--- src/caf_pkg.sv ---
// caf_pkg: register map, field positions and encodings for the acceptance filter block
// assumes a 32-bit classic wishbone slave with word-aligned registers
package caf_pkg;
  localparam int unsigned ADDR_W = 8;
  localparam int unsigned DATA_W = 32;
  // register byte addresses (word aligned)
  localparam logic [7:0] ADR_MISC    = 8'h00;
  localparam logic [7:0] ADR_RXERR   = 8'h04;
  localparam logic [7:0] ADR_TXERR   = 8'h08;
  localparam logic [7:0] ADR_CTRL    = 8'h0c;
  localparam logic [7:0] ADR_STAT    = 8'h10;
  localparam logic [7:0] ADR_PAT0    = 8'h20; // pattern bytes 0..7 at 0x20..0x3c
  localparam logic [7:0] ADR_IGN0    = 8'h40; // ignore bytes 0..7 at 0x40..0x5c
  localparam logic [7:0] ADR_BANK_M  = 8'he0; // bank region select bits
  localparam int unsigned NFILT      = 8;
  // field positions
  localparam int unsigned CTRL_MODE_LO = 0; // filter_mode_select [1:0]
  localparam int unsigned CTRL_BUSOFF_RECOVERY_MODE_SELECT    = 2; // busoff_recovery_mode_select
  localparam int unsigned STAT_HIT_LO  = 0; // filter_hit_index [2:0]
  localparam int unsigned STAT_HITV    = 3; // hit index valid
  localparam int unsigned STAT_BUSOFF  = 4; // device held bus-off
  localparam logic [7:0]  REG_RST      = 8'h00;
  localparam logic [1:0]  CTRL_RST     = 2'h0;
  typedef enum logic [1:0] {
    CAF_MODE_32 = 2'b00,
    CAF_MODE_16 = 2'b01,
    CAF_MODE_8  = 2'b10,
    CAF_MODE_CL = 2'b11
  } caf_mode_t;
endpackage

--- src/caf_match.sv ---
// caf_match: pure combinational identifier match for all filter layouts
// assumes pattern/ignore registers and the identifier are stable in clk domain
`timescale 1ns/1ps
module caf_match
  import caf_pkg::*;
(
  input  wire logic [63:0]     pat_i,
  input  wire logic [63:0]     ign_i,
  input  wire logic [31:0]     id_i,
  input  wire logic            ext_i,
  input  wire caf_pkg::caf_mode_t mode_i,
  output logic                 hit_o,
  output logic [2:0]           idx_o
);
  logic [63:0] bmatch;
  // per-layout bit compares: 32-bit banks see id bytes 0..3,
  // 16-bit filters see id bytes 0..1, 8-bit filters see id byte 0 only
  logic [63:0] m32;
  logic [63:0] m16;
  logic [63:0] m8;
  logic [7:0]  bok;
  logic [7:0]  fhit;

  // per-bit compare masked by the ignore bit
  genvar g;
  generate
    for (g = 0; g < 64; g++) begin : g_bit
      // identifier byte 0 sits in id_i[31:24], msb byte first
      assign m32[g]    = pat_i[g] == id_i[24 - 8*((g/8)%4) + g%8];
      assign m16[g]    = pat_i[g] == id_i[24 - 8*((g/8)%2) + g%8];
      assign m8[g]     = pat_i[g] == id_i[24 + g%8];
      assign bmatch[g] = ign_i[g] | ((mode_i == CAF_MODE_32) ? m32[g] :
                                     (mode_i == CAF_MODE_16) ? m16[g] : m8[g]);
    end
    for (g = 0; g < 8; g++) begin : g_byte
      assign bok[g] = &bmatch[8*g+7:8*g];
    end
  endgenerate

  // layout per mode; standard frames use only bytes 0/1 of each 32-bit bank
  always_comb begin
    fhit = 8'h00;
    case (mode_i)
      CAF_MODE_32: begin
        fhit[0] = bok[0] & bok[1] & (~ext_i | (bok[2] & bok[3]));
        fhit[1] = bok[4] & bok[5] & (~ext_i | (bok[6] & bok[7]));
      end
      CAF_MODE_16: begin
        fhit[0] = bok[0] & bok[1];
        fhit[1] = bok[2] & bok[3];
        fhit[2] = bok[4] & bok[5];
        fhit[3] = bok[6] & bok[7];
      end
      CAF_MODE_8:  fhit = bok;
      CAF_MODE_CL: fhit = 8'h00;
      default:     fhit = 8'h00;
    endcase
  end

  // lowest numbered filter wins
  always_comb begin
    idx_o = 3'h0;
    for (int i = NFILT - 1; i >= 0; i--) begin
      if (fhit[i]) begin
        idx_o = i[2:0];
      end
    end
    hit_o = |fhit;
  end
endmodule

--- src/caf_top.sv ---
// caf_top: acceptance filter registers, bus-off hold flag, error counter views
// assumes a classic wishbone master, and protocol engine signals on clk_i
// What this block does
// - writing one to the hold register clears the hold flag; zero ignored
// - with recovery-on-request, entering bus-off sets the hold flag
// - bus-off is held while the hold flag stays one
// - software clears the flag to request recovery; flag reads zero then
// - receive error count is a read-only register; writes ignored
// - transmit error count is a read-only register; writes ignored
// - every received message lands in the background buffer first
// - cpu is notified only for messages that pass the filter
// - rejected message stays unnotified and is overwritten by the next
// - pattern and ignore bytes are compared with four identifier bytes in 2x32 mode, bytes 0 and 1 in 4x16, byte 0 only in 8x8
// - extended identifiers use all four bytes of a bank
// - standard identifiers use only bytes 0 and 1 of a bank
// - eight pattern and eight ignore bytes, writable only in init mode
// - each pattern bit is compared, then masked by its ignore bit
// - ignore bit zero requires equality; one makes the bit don't-care
// - accept only if every non-ignored bit matches
// - mode select: 2x32, 4x16, 8x8, or closed
// - hit index belongs to the foreground message, updated on its move
`timescale 1ns/1ps
module caf_top
  import caf_pkg::*;
(
  input  wire logic                      clk_i,
  input  wire logic                      rst_i,
  // wishbone classic slave
  input  wire logic                      cyc_i,
  input  wire logic                      stb_i,
  input  wire logic                      we_i,
  input  wire logic [caf_pkg::ADDR_W-1:0] adr_i,
  input  wire logic [3:0]                sel_i,
  input  wire logic [caf_pkg::DATA_W-1:0] dat_i,
  output logic [caf_pkg::DATA_W-1:0]     dat_o,
  output logic                           ack_o,
  // mode handshakes from the control block
  input  wire logic                      init_request_i,
  input  wire logic                      init_ack_i,
  input  wire logic                      sleep_request_i,
  input  wire logic                      sleep_ack_i,
  // protocol engine side
  input  wire logic                      busoff_enter_i,
  input  wire logic [7:0]                receive_error_count_i,
  input  wire logic [7:0]                transmit_error_count_i,
  input  wire logic                      rx_done_i,
  input  wire logic [31:0]               rx_id_i,
  input  wire logic                      rx_ext_i,
  input  wire logic                      fifo_ready_i,
  // results
  output logic                           busoff_hold_o,
  output logic                           busoff_recover_o,
  output logic [31:0]                    bg_id_o,
  output logic                           fifo_push_o,
  output logic                           rx_full_o,
  output logic [2:0]                     filter_hit_index_o
);
  import caf_pkg::*;

  logic [7:0]  pat_r [NFILT];
  logic [7:0]  ign_r [NFILT];
  logic [63:0] pat_flat;
  logic [63:0] ign_flat;
  logic [1:0]  mode_r;
  logic        busoff_recovery_mode_select_r;
  logic        busoff_hold_flag_r;
  logic        busoff_r;
  logic        bg_full_r;
  logic        bg_ext_r;
  logic        hit;
  logic [2:0]  idx;
  logic [2:0]  idx_r;
  logic        init_mode;
  logic        wr;
  logic        rd_en;
  logic        bank_pat;
  logic        bank_ign;
  logic [2:0]  bank_sel;
  logic [7:0]  rd_nxt;
  logic        counters_ok;

  assign init_mode   = init_request_i & init_ack_i;
  assign counters_ok = init_mode | (sleep_request_i & sleep_ack_i);
  assign wr          = cyc_i & stb_i & we_i & ~ack_o & sel_i[0];
  assign rd_en       = cyc_i & stb_i & ~ack_o;
  assign bank_pat    = (adr_i & ADR_BANK_M) == ADR_PAT0;
  assign bank_ign    = (adr_i & ADR_BANK_M) == ADR_IGN0;
  assign bank_sel    = adr_i[4:2];

  // flatten banks for the matcher, byte 0 lowest
  genvar g;
  generate
    for (g = 0; g < NFILT; g++) begin : g_flat
      assign pat_flat[8*g+7:8*g] = pat_r[g];
      assign ign_flat[8*g+7:8*g] = ign_r[g];
    end
  endgenerate

  // filter register writes are locked outside init mode
  always_ff @(posedge clk_i) begin
    if (rst_i) begin
      for (int i = 0; i < NFILT; i++) begin
        pat_r[i] <= REG_RST;
        ign_r[i] <= REG_RST;
      end
      mode_r <= CTRL_RST;
      busoff_recovery_mode_select_r <= 1'b0;
    end else if (wr && init_mode) begin
      if (bank_pat) pat_r[bank_sel] <= dat_i[7:0];
      if (bank_ign) ign_r[bank_sel] <= dat_i[7:0];
      if (adr_i == ADR_CTRL) begin
        mode_r <= dat_i[CTRL_MODE_LO +: 2];
        busoff_recovery_mode_select_r <= dat_i[CTRL_BUSOFF_RECOVERY_MODE_SELECT];
      end
    end
  end

  // hold flag: entering bus-off beats a same-cycle clear
  always_ff @(posedge clk_i) begin
    if (rst_i) begin
      busoff_hold_flag_r <= 1'b0;
    end else if (busoff_enter_i && busoff_recovery_mode_select_r) begin
      busoff_hold_flag_r <= 1'b1;
    end else if (wr && adr_i == ADR_MISC && dat_i[0]) begin
      busoff_hold_flag_r <= 1'b0;
    end
  end

  // bus-off state held until software clears the flag with recovery-on-request; automatic mode releases it next cycle
  always_ff @(posedge clk_i) begin
    if (rst_i) begin
      busoff_r         <= 1'b0;
      busoff_recover_o <= 1'b0;
    end else begin
      busoff_recover_o <= 1'b0;
      if (busoff_enter_i) begin
        busoff_r <= 1'b1;
      end else if (busoff_r && busoff_recovery_mode_select_r && !busoff_hold_flag_r) begin
        busoff_r         <= 1'b0;
        busoff_recover_o <= 1'b1;
      end else if (busoff_r && !busoff_recovery_mode_select_r) begin
        busoff_r         <= 1'b0; // automatic recovery: leave bus-off here, one cycle after entry
        busoff_recover_o <= 1'b1;
      end
    end
  end

  caf_match u_match (
    .pat_i  (pat_flat),
    .ign_i  (ign_flat),
    .id_i   (bg_id_o),
    .ext_i  (bg_ext_r),
    .mode_i (caf_mode_t'(mode_r)),
    .hit_o  (hit),
    .idx_o  (idx)
  );

  // background buffer: every message lands here; a new one overwrites
  always_ff @(posedge clk_i) begin
    if (rst_i) begin
      bg_id_o   <= 32'h0000_0000;
      bg_ext_r  <= 1'b0;
      bg_full_r <= 1'b0;
    end else if (rx_done_i) begin
      bg_id_o   <= rx_id_i;
      bg_ext_r  <= rx_ext_i;
      bg_full_r <= 1'b1;
    end else if (bg_full_r && (!hit || fifo_ready_i)) begin
      bg_full_r <= 1'b0; // rejected ones simply drop, no notice
    end
  end

  // accepted message moves to fifo; hit index tracks the foreground
  always_ff @(posedge clk_i) begin
    if (rst_i) begin
      fifo_push_o        <= 1'b0;
      rx_full_o          <= 1'b0;
      idx_r              <= 3'h0;
      filter_hit_index_o <= 3'h0;
    end else begin
      fifo_push_o <= 1'b0;
      if (bg_full_r && !rx_done_i && hit && fifo_ready_i) begin
        fifo_push_o        <= 1'b1;
        rx_full_o          <= 1'b1;
        idx_r              <= idx;
        filter_hit_index_o <= idx;
      end else if (wr && adr_i == ADR_STAT && dat_i[STAT_HITV]) begin
        rx_full_o <= 1'b0;
      end
    end
  end

  // read mux; counters are read-only and ignore writes
  always_comb begin
    rd_nxt = 8'h00;
    if (bank_pat) begin
      rd_nxt = pat_r[bank_sel];
    end else if (bank_ign) begin
      rd_nxt = ign_r[bank_sel];
    end else begin
      case (adr_i)
        ADR_MISC:  rd_nxt = {7'h00, busoff_hold_flag_r};
        ADR_RXERR: rd_nxt = receive_error_count_i;
        ADR_TXERR: rd_nxt = transmit_error_count_i;
        ADR_CTRL:  rd_nxt = {5'h00, busoff_recovery_mode_select_r, mode_r};
        ADR_STAT:  rd_nxt = {3'h0, busoff_r, rx_full_o, idx_r};
        default:   rd_nxt = 8'h00;
      endcase
    end
  end

  // one wait-free answer: ack one cycle after request, unmapped reads zero
  always_ff @(posedge clk_i) begin
    if (rst_i) begin
      ack_o <= 1'b0;
      dat_o <= 32'h0000_0000;
    end else begin
      ack_o <= rd_en;
      dat_o <= rd_en ? {24'h000000, rd_nxt} : 32'h0000_0000;
    end
  end

  assign busoff_hold_o = busoff_hold_flag_r;

  a_hold_set: assert property (@(posedge clk_i) disable iff (rst_i)
    busoff_enter_i && busoff_recovery_mode_select_r |=> busoff_hold_flag_r)
    else $error("hold flag not set on bus-off");
  a_hold_clear: assert property (@(posedge clk_i) disable iff (rst_i)
    wr && adr_i == ADR_MISC && dat_i[0] && !busoff_enter_i |=> !busoff_hold_flag_r)
    else $error("hold flag not cleared");
  a_hold_zero: assert property (@(posedge clk_i) disable iff (rst_i)
    wr && adr_i == ADR_MISC && !dat_i[0] |=> $stable(busoff_hold_flag_r) || busoff_hold_flag_r)
    else $error("zero write changed flag");
  a_busoff_kept: assert property (@(posedge clk_i) disable iff (rst_i)
    busoff_r && busoff_hold_flag_r |=> busoff_r)
    else $error("left bus-off while held");
  a_recover_req: assert property (@(posedge clk_i) disable iff (rst_i)
    busoff_r && busoff_recovery_mode_select_r && !busoff_hold_flag_r && !busoff_enter_i |=> busoff_recover_o)
    else $error("no recovery after clear");
  a_filter_lock: assert property (@(posedge clk_i) disable iff (rst_i)
    !init_mode |=> $stable(pat_flat) && $stable(ign_flat))
    else $error("filter written outside init");
  a_closed_none: assert property (@(posedge clk_i) disable iff (rst_i)
    mode_r == CAF_MODE_CL |-> !hit)
    else $error("closed filter accepted");
  a_push_hit: assert property (@(posedge clk_i) disable iff (rst_i)
    fifo_push_o |-> $past(hit) && rx_full_o && filter_hit_index_o == $past(idx))
    else $error("push without hit");
  a_bg_store: assert property (@(posedge clk_i) disable iff (rst_i)
    rx_done_i |=> bg_id_o == $past(rx_id_i) && bg_full_r)
    else $error("message not stored");
  a_ack_once: assert property (@(posedge clk_i) disable iff (rst_i)
    ack_o |=> !ack_o)
    else $error("ack held two cycles");
endmodule

--- config.mk ---
export PLATFORM = sky130hd
export DESIGN_NAME = caf_top
export DESIGN_NICKNAME = d
export VERILOG_FILES = /design/src/caf_pkg.sv /design/src/caf_match.sv /design/src/caf_top.sv
export SDC_FILE = /design/constraint.sdc
export NUM_CORES = 1
export LEC_CHECK = 0
export BUFFER_PORTS_ARGS = -buffer_cell sky130_fd_sc_hd__buf_2
export CORE_MARGIN = 10
export CORE_UTILIZATION = 51
export DETAILED_ROUTE_END_ITERATION = 10
export PLACE_DENSITY = 0.83
export SYNTH_ARGS = -nofsm -noshare
export SYNTH_HDL_FRONTEND = slang
export SYNTH_SLANG_ARGS = --single-unit
--- constraint.sdc ---
create_clock -name clk_i -period 3 [get_ports clk_i]
set_input_delay 0.15 -clock clk_i [delete_from_list [all_inputs] [get_ports clk_i]]
set_output_delay 0.15 -clock clk_i [all_outputs]
set_load 0.01 [all_outputs]
* Yosys cells after proc, flatten, opt, wreduce, memory -nomap -nowiden
Memory sizes are Yosys's and may differ from the RTL's.
Index checks and enable logic that the tools add are counted.
W data, S select, Z words.
** Storage, ports and cells
- Flip-flop bits (word level) :: 78
- RAM bits :: 128
- Logic and storage cells :: 394
- Memories kept :: 2
** Cells by class
- Equality and inequality tests :: 137
- Mux-type cells :: 122
- Bitwise operators :: 81
- Reductions and logical operators :: 38
** Memory list
- ign_r :: depth 8, bits a word 8, read ports 9, clocked after memory_dff 0, write ports 8, RTL line caf_top.sv:61 : logic [7:0] ign_r [NFILT];
- pat_r :: depth 8, bits a word 8, read ports 9, clocked after memory_dff 0, write ports 8, RTL line caf_top.sv:60 : logic [7:0] pat_r [NFILT];
** Operators with widths (count)
- $eq A1 B1 Y1 :: 128
- $mux W1 :: 104
- $or A1 B1 Y1 :: 66
- $reduce_and A8 Y1 :: 8
- $pmux W8 S5 :: 1
- $mux W8 :: 4
- $mux W3 :: 10
- $reduce_or A8 Y1 :: 3
- $eq A8 B4 Y1 const B :: 2
- $logic_and A1 B1 Y1 :: 13
- $and A1 B1 Y1 :: 12
- $eq A8 B3 Y1 const B :: 1
- $eq A8 B5 Y1 const B :: 1
- $logic_not A8 Y1 :: 1
- $pmux W2 S4 :: 1
- $reduce_bool A2 Y1 :: 3
- $eq A2 B2 Y1 const B :: 2
- $logic_not A1 Y1 :: 4
- $mux W4 :: 1
- $pmux W2 S2 :: 1
- $reduce_or A2 Y1 :: 2
- $eq A3 B1 Y1 const B :: 1
- $eq A3 B2 Y1 const B :: 1
- $not A1 Y1 :: 3
- other kinds (5) :: 5

* Longest topological paths before layout
Gate-level depths: netlist of run 1.
- Depth after elaboration :: 15
- Mapped depth :: 12
- Depth with buffers taken out :: 11

* By module
A second synthesis of run 1 with hierarchy kept.
** Unflattened totals
- Cell total of the unflattened synthesis :: 909
- Area, all modules :: 10344.9 µm²
** Modules (own cells, without submodules)
- caf_top :: instances 1, cells an instance 680, area an instance 8593.2 µm², seq. area each 4924.7 µm²
- caf_match :: instances 1, cells an instance 229, area an instance 1751.7 µm², seq. area each 0.0 µm²

* Least setup slack after synthesis of run 1
No wires, ideal clock.
- Path type :: flip-flop to flip-flop
- Start :: reg mode_r[1]
- End :: reg idx_r[0]
- Setup time :: 0.123 ns
- Data arrival time :: 2.686 ns
- Required time :: 2.877 ns
- Path slack :: 0.191 ns
- Cell stages (with the launch flop) :: 13
- Period minus slack after synthesis :: 2.809 ns
- Cells stage by stage :: dfxtp_1 inv_1 ha_1 buf_6 nor2_8 mux2i_1 xor2_1 o2111ai_1 nor3_1 o311ai_2 nand4_2 o21ai_2 mux2_1
** Between the ends
- Word-level cells in the longest chain between the ends :: 14
- Elaborated cells on any way between the ends :: 160
- Those cells by class :: eq/ne: 3; mux: 91; bitwise: 56; reduce/logical: 10
** Ends and longest elaborated chain
- from (decl) :: RTL line caf_top.sv:64 : logic [1:0] mode_r;
- from (signal assigned) :: RTL line caf_top.sv:112 : mode_r <= dat_i[CTRL_MODE_LO +: 2];
- $eq A2 B1 Y1 :: RTL line caf_match.sv:33, caf_match.sv:43
- $mux W1 :: RTL line caf_match.sv:33 : (mode_i == CAF_MODE_16) ? m16[g] : m8[g]);
- $mux W1 :: RTL line caf_match.sv:32 : assign bmatch[g] = ign_i[g] | ((mode_i == CAF_MODE_32) ? m32[g] :
- $or A1 B1 Y1 :: RTL line caf_match.sv:32
- $reduce_and A8 Y1 :: RTL line caf_match.sv:36 : assign bok[g] = &bmatch[8*g+7:8*g];
- $mux W4 :: RTL line caf_match.sv:43 : case (mode_i)
- $mux W3 (8 in a row) :: RTL line caf_match.sv:64 : if (fhit[i]) begin
- to (signal assigned) :: RTL line caf_top.sv:185 : idx_r <= idx;
- to (decl) :: RTL line caf_top.sv:72 : logic [2:0] idx_r;
Several ways; a longest one is shown, not always the timed one.
A chain may end at the register's enable or synchronous reset.

* Final worst setup path of run 1
- Start :: reg mode_r[0]
- End :: reg idx_r[1]
The elaborated chain is that of the path after synthesis.

==> results of run 1 <==
==> per-stage QoR <==
step / instances / area (µm²) / setup TNS [ns]
after global placement: 1266 / 11090 / -0.05181
after CTS: 1338 / 12170 / -0.007205
after global routing: 1340 / 12320 / -0.4393
after floorplan: 885 / 10050 / 0
final: 1340 / 12320 / -0.03517
after detailed placement: 1266 / 11090 / -0.1504
==> metal layers <==
layer	part of all wire	vias to the layer above	track usage
li1	-	3467	-
met1	0.36	3917	0.3315
met2	0.46	607	0.4218
met3	0.12	130	0.06041
met4	0.055	2	0.1498
met5	0.00026	-	0
==> timing repair <==
item,4_1_cts,5_1_grt
pin swaps,6,10
resized for setup,18,27
setup endpoints to repair,2,5
hold buffers,37,0
hold endpoints to repair,39,0
cloned,1,0
setup buffers,2,2
==> layout make-up <==
class | instances | area, µm² | area share
Multi-Input combinational cell | 627 | 4943 | 0.4012
Timing Repair Buffer | 224 | 1484 | 0.1204
Clock inverter | 13 | 160.2 | 0.01300
Sequential cell | 182 | 4930 | 0.4001
Tap cell | 265 | 331.6 | 0.02691
Inverter | 10 | 40.04 | 0.003249
Clock buffer | 19 | 432.9 | 0.03513
==> sequential cells by signal, indices dropped and copies added (netlist names), 2 cells and up <==
signal / count
ign_r: 64
idx_r: 3
dat_o: 8
bg_id_o: 32
mode_r: 2
pat_r: 64
==> Yosys cell counts, types with 2 or more instances <==
cell,n
a21o_1,2
a21oi_1,17
a222oi_1,3
a22o_1,4
a22oi_1,5
a31oi_1,2
a41oi_1,2
and2_1,128
and3_1,3
buf_1,3
buf_2,3
buf_4,24
buf_6,2
clkbuf_1,33
dfxtp_1,54
edfxtp_1,128
ha_1,4
inv_1,10
mux2_1,2
mux2_2,12
mux2i_1,87
mux2i_2,2
mux4_2,32
nand2_1,25
nand2b_1,2
nand3_1,8
nor2_1,90
nor2b_1,28
nor3_1,9
nor4_1,8
o2111a_1,2
o2111ai_1,6
o21ai_0,16
o221ai_1,2
o22ai_1,24
or2_2,6
xnor2_1,32
xor2_1,23
==> tightest hold or removal path: stages <==
cell,delay (ns)
buf_2,0.08
a222oi_1,0.07
a21oi_1,0.12
==> report_power, final <==
part / total, W / internal (W) / switching [W]
Sequential: 0.00294 / 0.00278 / 0.000160
Clock: 0.00229 / 0.00126 / 0.00103
Combinational: 0.000744 / 0.000350 / 0.000394
==> logic make-up after synthesis <==
family                   synth area share
AND/OR/NAND/NOR                    0.1688
flip-flops                         0.4943
multiplexers                       0.1783
AO/OA/AOI/OAI                     0.06518
buffers and inverters             0.03968
XOR/XNOR                          0.04835
adder cells (fa/ha/maj)          0.005023
other                           0.0003764
==> cells in the final DEF, fill, tap and decap left out, types with 3 or more instances in the layout <==
master	Yosys	final
o2111ai_2	0	4
xor2_1	23	23
nor2_1	90	90
and2_1	128	128
o22ai_1	24	22
nor3_1	9	7
edfxtp_1	128	128
dfxtp_1	54	52
nor4_1	8	7
mux4_2	32	32
dlygate4sd3_1	0	37
inv_6	0	5
a22o_1	4	4
buf_4	24	60
a21oi_1	17	15
nand2_1	25	25
clkbuf_16	0	17
nand3_1	8	7
and3_1	3	3
a22oi_1	5	5
clkinvlp_4	0	3
inv_8	0	3
nor2b_1	28	28
inv_1	10	8
mux2i_2	2	11
buf_2	3	124
a222oi_1	3	3
mux2_2	12	12
or2_2	6	6
conb_1	1	24
xnor2_1	32	32
o21ai_0	16	16
mux2i_1	87	77
==> path summary, 6_finish.rpt <==
| kind | slack, ns | to |
|---|---|---|
| hold / removal | 0.01 | dat_o[7] |
| setup reg to reg | -0.02 | idx_r[1] |
| setup / recovery | -0.02 | idx_r[1] |
| hold reg to reg | 0.51 | busoff_recover_o |
==> impl_metrics.yaml, run 1 <==
synth:
  netlist.area_leader.share: 0.3858
  synth_flop_cell: "edfxtp_1"
  synth_cells: 862
  synth_top_area_cell: "edfxtp_1"
  syn_avg_cell_area_um2: 11.56
  yosysWarnings: 0
  seq_area_frac_synth: 0.4943
  synth_edf_count: 128
  yosys.cell_types.count: 57
  synth_seq_cells: 182
  yosys-top-cells-area: "edfxtp_1 39%, dfxtp_1 11%, mux2i_1 8.7%"
  syn_area_um2: 9963
  async_flop_share: 0
timing:
  setup_viol_count_final: 2
  rsz0062_at_grt: "yes"
  drv_slew: 0
  worst_slack_ns: -0.01763
  hold_ws_ns: 0.01130
  max_slew_margin: 0.5131
  timing.fmax_mhz: 331.4
  tightest_slew_ns: 0.7303
  fin_crit_ns: 3.018
  fin_skew_ns: 0.01060
  period_share: 1.006
  final_hold_viol_count: 0
global_route:
  first_global_vias: 8039
  track_usage: 0.2665
  grt_max_degree: 52
  grt_pass1_wl_mm: 51.49
  grt-ovfl-total: 0
  grt_antenna_before_repair: 1
min_path:
  worst_hold_path_type: "input pin to flip-flop"
  hold_depth: 3
  hold_start: "receive_error_count_i[7]"
flow_run:
  cap_violations: 0
floorplanning:
  rows: 51
  ios: 177
  start_util: 0.5153
  core-area_um2: 19330
  die-area_um2: 25530
  die_w_um: 159.8
  die_y_um: 159.8
layout:
  fin_util: 0.6373
  area_growth_pct: 23.67
  drive_gt1_frac: 0.2856
  fin_nets: 1171
  antennaDiodeCount: 0
  fillCellCount: 1475
critical_path:
  critical_path.startpoint: "mode_r[0]"
  crit_chain: "inv_2 -> ha_4 -> buf_12 -> mux2i_2 -> xor2_1 -> o22ai_1 -> nor4_2 -> buf_4 -> and3_1 -> o311ai_4 -> nand4_4 -> o21ai_4 -> mux2_1"
  crit_fanout: 8
  end_kind: "flip-flop"
  critical_path_depth: 13
  r2r_start: "mode_r[0]"
  crit_arrival_ns: 3.35
  critPathTopFamily: "compound AO/OA/AOI/OAI gates"
  start_kind: "flip-flop"
  cp.buffers_inverters: 3
  path_class: "flip-flop to flip-flop"
  crit_required_ns: 3.33
  rr_worst_depth: 13
  cpMaxStageDelayCell: "mux2i_2"
  slowest_delay_ns: 0.38
detailed_routing:
  wl_mm: 35.19
  route.detailed.drc: 0
  drtAntennaViolNets: 0
  drt-vias-per-instance: 6.062
  drt_first_pass_iters: 8
  drt_iter0_drc: 1031
  wl_per_cell_um: 26.26
  vias: 8123
clock_network:
  cts_root_buffer: "clkbuf_16"
  cts_max_level: 4
  insertion_delay_ns: 0.44
  numCtsBuffers: 17
  cts_sinks: 182
  clock_path_buffers: 2
  clk_pin_slew_worst_paths_ns: 0.08
  cts_tree: "done"
status:
  status: "complete, but fails checks"
  violations: "setup timing"
pwr:
  p_total_w: 0.005970
  p_per_area_nw_per_um2: 484.5
  ir_drop_uv: 319.5
  power_leakage_nw: 4.931
place:
  gp_congestion: 1.041
  place_ws_ns: -0.07666
  place_hpwl_mm: 25.58
  portBuffers: 123
Power figures use the tool's default switching activity.
==> inputs of run 2 (changes only) <==
--- a/config.mk
+++ b/config.mk
@@ -6,7 +6,6 @@
 export NUM_CORES = 1
 export LEC_CHECK = 0
 export BUFFER_PORTS_ARGS = -buffer_cell sky130_fd_sc_hd__buf_2
-export CORE_MARGIN = 10
 export CORE_UTILIZATION = 51
 export DETAILED_ROUTE_END_ITERATION = 10
 export PLACE_DENSITY = 0.83
==> run 2 against run 1 <==
The run still ends with setup timing left. Critical path depth unchanged. Global-route usage grew 7.8 points. Flip-flop and latch count is the same. Critical path type unchanged. Critical endpoint unchanged. Largest power group unchanged. Highest routed layer is now met4.
==> impl_metrics.yaml, run 2 (same netlist as run 1, synthesis figures left out) <==
critical_path:
  crit_chain: "inv_4 -> ha_4 -> buf_12 -> mux2i_1 -> buf_4 -> mux2i_2 -> a41oi_2 -> or4_4 -> o21bai_4 -> o311ai_4 -> nand4_4 -> o21ai_4 -> mux2_4"
  slowest_delay_ns: 0.64
  critPathTopFamily: "simple AND/OR/NAND/NOR gates"
  crit_fanout: 8
  start_kind: "flip-flop"
  crit_arrival_ns: 3.41
  end_kind: "flip-flop"
  cpMaxStageDelayCell: "or4_4"
  path_class: "flip-flop to flip-flop"
  crit_required_ns: 3.33
  cp.buffers_inverters: 3
timing:
  period_share: 1.026
  timing.fmax_mhz: 324.8
  final_hold_viol_count: 0
  setup_viol_count_final: 3
  worst_slack_ns: -0.07871
  fin_crit_ns: 3.079
  rsz0062_at_grt: "yes"
  tightest_slew_ns: 0.7005
  fin_skew_ns: 0.008330
  hold_ws_ns: 0.01747
  max_slew_margin: 0.5330
  drv_slew: 0
  setup_tns_ns: -0.1790
detailed_routing:
  drtAntennaViolNets: 0
  drt_iter0_drc: 961
  vias: 8184
  drt-vias-per-instance: 6.053
  wl_mm: 34.08
  route.detailed.drc: 0
  wl_per_cell_um: 25.21
  drt_first_pass_iters: 6
pwr:
  combPwrFrac: 0.135
  p_per_area_nw_per_um2: 467.7
  pwr-share-seq: 0.500
  p_sw_w: 0.001538
  clock_power_share: 0.365
  switching_share: 0.2632
  power_leakage_nw: 5.049
  p_int_w: 0.004305
  ir_drop_uv: 331.9
floorplanning:
  die-area_um2: 20100
  start_util: 0.5256
  die_y_um: 141.8
  rows: 50
  core-area_um2: 18960
  die_w_um: 141.8
  ios: 177
layout:
  fin_cells: 1352
  drive_gt1_frac: 0.2976
  fin_nets: 1188
  layout_common_cells: "128 x and2_1, 128 x edfxtp_1, 123 x buf_2"
  fin_util: 0.6590
  area_growth_pct: 25.38
  finish.instance_area_um2: 12490
  biggestRegsByFlops: "ign_r (64), pat_r (64), bg_id_o (32)"
  antennaDiodeCount: 0
min_path:
  worst_hold_path_type: "input pin to flip-flop"
clock_network:
  cts_root_buffer: "clkbuf_16"
  insertion_delay_ns: 0.44
  clk_pin_slew_worst_paths_ns: 0.07
  numCtsBuffers: 17
  cts_tree: "done"
  cts_sinks: 182
  cts_max_level: 4
  clock_path_buffers: 2
global_route:
  grt_max_degree: 52
  grt_pass1_wl_mm: 48.77
  grt_antenna_before_repair: 0
  grt-ovfl-total: 0
  track_usage: 0.3445
  first_global_vias: 7831
place:
  placed_area_um2: 11170
  portBuffers: 123
  place_hpwl_mm: 23.84
  gp_congestion: 1.049
  placed_cells: 1270
flow_run:
  cap_violations: 0
status:
  violations: "setup timing"
  status: "complete, but fails checks"
-- run 2: worst paths after layout --
check | start | end | slack, ns | cells past startpoint
setup reg to reg | mode_r[1] | idx_r[1] | -0.08 | 13
hold / removal | receive_error_count_i[5] | dat_o[5] | 0.02 | 3
setup / recovery | mode_r[1] | idx_r[1] | -0.08 | 13
hold reg to reg | busoff_r | busoff_recover_o | 0.51 | 2
-- run 2: what timing repair did --
action / in CTS / in global routing
hold buffers: 36 / 0
resized for setup: 31 / 28
endpoints found under the hold margin: 38 / 0
setup endpoints to repair: 3 / 6
pin swaps: 13 / 16
buffers inserted: 9 / 5
cloned: 1 / 0
-- run 2: layout make-up --
class | count | area, µm²
clock buffers | 21 | 483.0
clock inverters | 11 | 72.57
fillers | 1369 | 6464
inverters | 10 | 42.54
multi-input cells | 628 | 4986
flip-flops and latches | 182 | 4930
well taps | 260 | 325.3
repair buffers | 240 | 1653
-- run 2: power groups by stage --
| stage | logic (W) | clock network, W | registers, W |
|---|---|---|---|
| 2_1_floorplan | 0.000429 | 0 | 0.00290 |
| 3_3_place_gp | 0.000676 | 0 | 0.00296 |
| 3_5_place_dp | 0.000684 | 0 | 0.00296 |
| 4_1_cts | 0.000748 | 0.00213 | 0.00291 |
| 5_1_grt | 0.000829 | 0.00223 | 0.00292 |
| 6_report | 0.000788 | 0.00213 | 0.00292 |
-- run 2: worst reg2reg max path: stages, from the launching register on --
cell and delay, ns:
dfxtp_2 0.33, inv_4 0.08, ha_4 0.16, buf_12 0.14, mux2i_1 0.20, buf_4 0.16
mux2i_2 0.24, a41oi_2 0.21, or4_4 0.64, o21bai_4 0.16, o311ai_4 0.15, nand4_4 0.13
o21ai_4 0.08, mux2_4 0.30
-- run 2: per-stage QoR --
stage          total power [W]  setup slack (ns)
2_1_floorplan         0.003330            0.1908
3_3_place_gp          0.003633          -0.01803
3_5_place_dp          0.003644           -0.1152
4_1_cts               0.005790          -0.01744
5_1_grt               0.005981           -0.1298
6_report              0.005843          -0.07871
-- run 2: metal layers --
metal,share of wire,track usage
met2,0.46,0.5533
met4,0.059,0.1919
met1,0.36,0.4303
met5,0,0
met3,0.12,0.07999
==> inputs of run 3 (changes only) <==
--- a/config.mk
+++ b/config.mk
@@ -6,9 +6,10 @@
 export NUM_CORES = 1
 export LEC_CHECK = 0
 export BUFFER_PORTS_ARGS = -buffer_cell sky130_fd_sc_hd__buf_2
-export CORE_UTILIZATION = 51
+export CORE_UTILIZATION = 53
+export CTS_BUF_LIST = sky130_fd_sc_hd__clkbuf_2 sky130_fd_sc_hd__clkbuf_4 sky130_fd_sc_hd__clkbuf_8
 export DETAILED_ROUTE_END_ITERATION = 10
-export PLACE_DENSITY = 0.83
+export PLACE_DENSITY = 0.85
 export SYNTH_ARGS = -nofsm -noshare
 export SYNTH_HDL_FRONTEND = slang
 export SYNTH_SLANG_ARGS = --single-unit
==> run 3 against run 2 <==
The run ends with DRC, setup timing left. Register-to-register slack better by 0.07 ns. Critical path depth down 1. Power down 9.4%. Clock skew up 0.0037 ns. Design area down 0.53%. Critical path type unchanged. Largest cell class unchanged.
==> impl_metrics.yaml, run 3 (same netlist as run 1, synthesis figures left out) <==
status:
  status: "complete, but fails checks"
  violations: "DRC, setup timing"
timing:
  fin_crit_ns: 3.006
  hold_ws_ns: 0.03052
  fin_skew_ns: 0.01200
  rsz0062_at_grt: "yes"
  drv_slew: 0
  timing.fmax_mhz: 332.7
  period_share: 1.002
  final_hold_viol_count: 0
  worst_slack_ns: -0.005504
  tightest_slew_ns: 0.7158
  max_slew_margin: 0.5228
  setup_tns_ns: -0.005504
  setup_viol_count_final: 1
pwr:
  ir_drop_uv: 321.6
  p_total_w: 0.005293
  p_per_area_nw_per_um2: 426.0
  power_leakage_nw: 4.923
floorplanning:
  die_y_um: 139.1
  core-area_um2: 18210
  die_w_um: 139.1
  die-area_um2: 19350
  ios: 177
  start_util: 0.5472
  rows: 49
global_route:
  track_usage: 0.3467
  grt_antenna_before_repair: 0
  first_global_vias: 7671
  grt_max_degree: 52
  grt_pass1_wl_mm: 48.06
  grt-ovfl-total: 0
critical_path:
  crit_arrival_ns: 3.37
  path_class: "flip-flop to flip-flop"
  crit_required_ns: 3.37
  critical_path.startpoint: "mode_r[1]"
  crit_fanout: 9
  start_kind: "flip-flop"
  cpMaxStageDelayCell: "or4_4"
  crit_chain: "inv_4 -> ha_4 -> buf_12 -> mux2i_1 -> mux2i_1 -> a41oi_2 -> or4_4 -> o21bai_4 -> o311ai_4 -> buf_4 -> o2111a_1 -> mux2_4"
  r2r_start: "mode_r[1]"
  critical_path.most_common_cell: "mux2i_1"
  critPathTopFamily: "multiplexers"
  slowest_delay_ns: 0.55
  cp.buffers_inverters: 3
  end_kind: "flip-flop"
layout:
  drive_gt1_frac: 0.3047
  fin_cells: 1322
  biggestRegsByFlops: "ign_r (64), pat_r (64), bg_id_o (32)"
  fin_nets: 1189
  fin_util: 0.6824
  area_growth_pct: 24.71
  antennaDiodeCount: 0
  layout_common_cells: "128 x and2_1, 128 x edfxtp_1, 123 x buf_2"
  fillCellCount: 1268
detailed_routing:
  drtAntennaViolNets: 0
  vias: 8177
  wl_per_cell_um: 25.26
  drt_iter0_drc: 1100
  wl_mm: 33.39
  drt_first_pass_iters: 8
  route.detailed.drc: 14
  drt-vias-per-instance: 6.185
min_path:
  worst_hold_path_type: "input pin to flip-flop"
  hold_start: "transmit_error_count_i[4]"
clock_network:
  cts_sinks: 182
  cts_root_buffer: "clkbuf_8"
  cts_tree: "done"
  clock_path_buffers: 2
  clk_pin_slew_worst_paths_ns: 0.10
  insertion_delay_ns: 0.48
  cts_max_level: 4
  numCtsBuffers: 17
place:
  place_hpwl_mm: 23.96
  gp_congestion: 1.034
  portBuffers: 123
  placed_cells: 1242
flow_run:
  cap_violations: 0
[run 3: cell count changes in the layout (fill, tap and decap cells not counted), moves of 4 or more]
cell,before,now
mux2i_4,3,11
o22ai_1,24,20
clkbuf_8,0,17
o22ai_2,0,4
mux2i_1,78,73
dlygate4sd3_1,36,45
clkbuf_16,19,0
[run 3: layout make-up]
cell class | count | area [µm²] | share of cell area
multi-input cells | 627 | 5144 | 0.4140
well taps | 229 | 286.5 | 0.02306
repair buffers | 242 | 1658 | 0.1334
clock inverters | 13 | 118.9 | 0.009566
inverters | 10 | 40.04 | 0.003222
flip-flops and latches | 182 | 4930 | 0.3967
clock buffers | 19 | 249.0 | 0.02004
[run 3: stage by stage]
stage               setup WS (ns)  instance area [µm²]
finish                  -0.005504                12430
global route             -0.07972                12430
CTS                      0.009675                12190
detailed placement        -0.2535                11140
global placement          -0.1985                11140
floorplan                  0.1908                10050
[run 3: per-layer routing]
metal  vias up  GRT usage  routed length, µm
li1       3509          -                  -
met1      3909     0.4636              12270
met2       654     0.5431              15150
met3       105    0.06561               4249
met4         0     0.1737               1717
met5         -          0                  0
[run 3: worst min-delay path, stage by stage]
cell and delay [ns]:
buf_2 0.08, a21oi_1 0.07, o21ai_0 0.07, a21oi_1 0.04
nor2_1 0.07
[run 3: path summary, 6_finish.rpt]
| path | endpoint | slack (ns) | cells past startpoint |
|---|---|---|---|
| worst max-delay path | idx_r[1] | -0.006 | 12 |
| worst min-delay path | dat_o[4] | 0.03 | 5 |
| worst max register to register | idx_r[1] | -0.006 | 12 |
| worst min register to register | busoff_recover_o | 0.51 | 2 |
[run 3: repair_timing]
action | CTS | global route
pin swaps | 11 | 15
hold buffers | 45 | 0
setup buffers | 4 | 3
endpoints found under the setup margin | 6 | 5
hold endpoints to repair | 42 | 0
gates resized for setup | 43 | 34
[run 3: power by group]
group | switching [W] | total (W) | leakage, nW | internal, W
combinational | 0.000425 | 0.000801 | 3.01 | 0.000376
clock | 0.000949 | 0.00156 | 0.175 | 0.000616
sequential | 0.000152 | 0.00293 | 1.74 | 0.00278
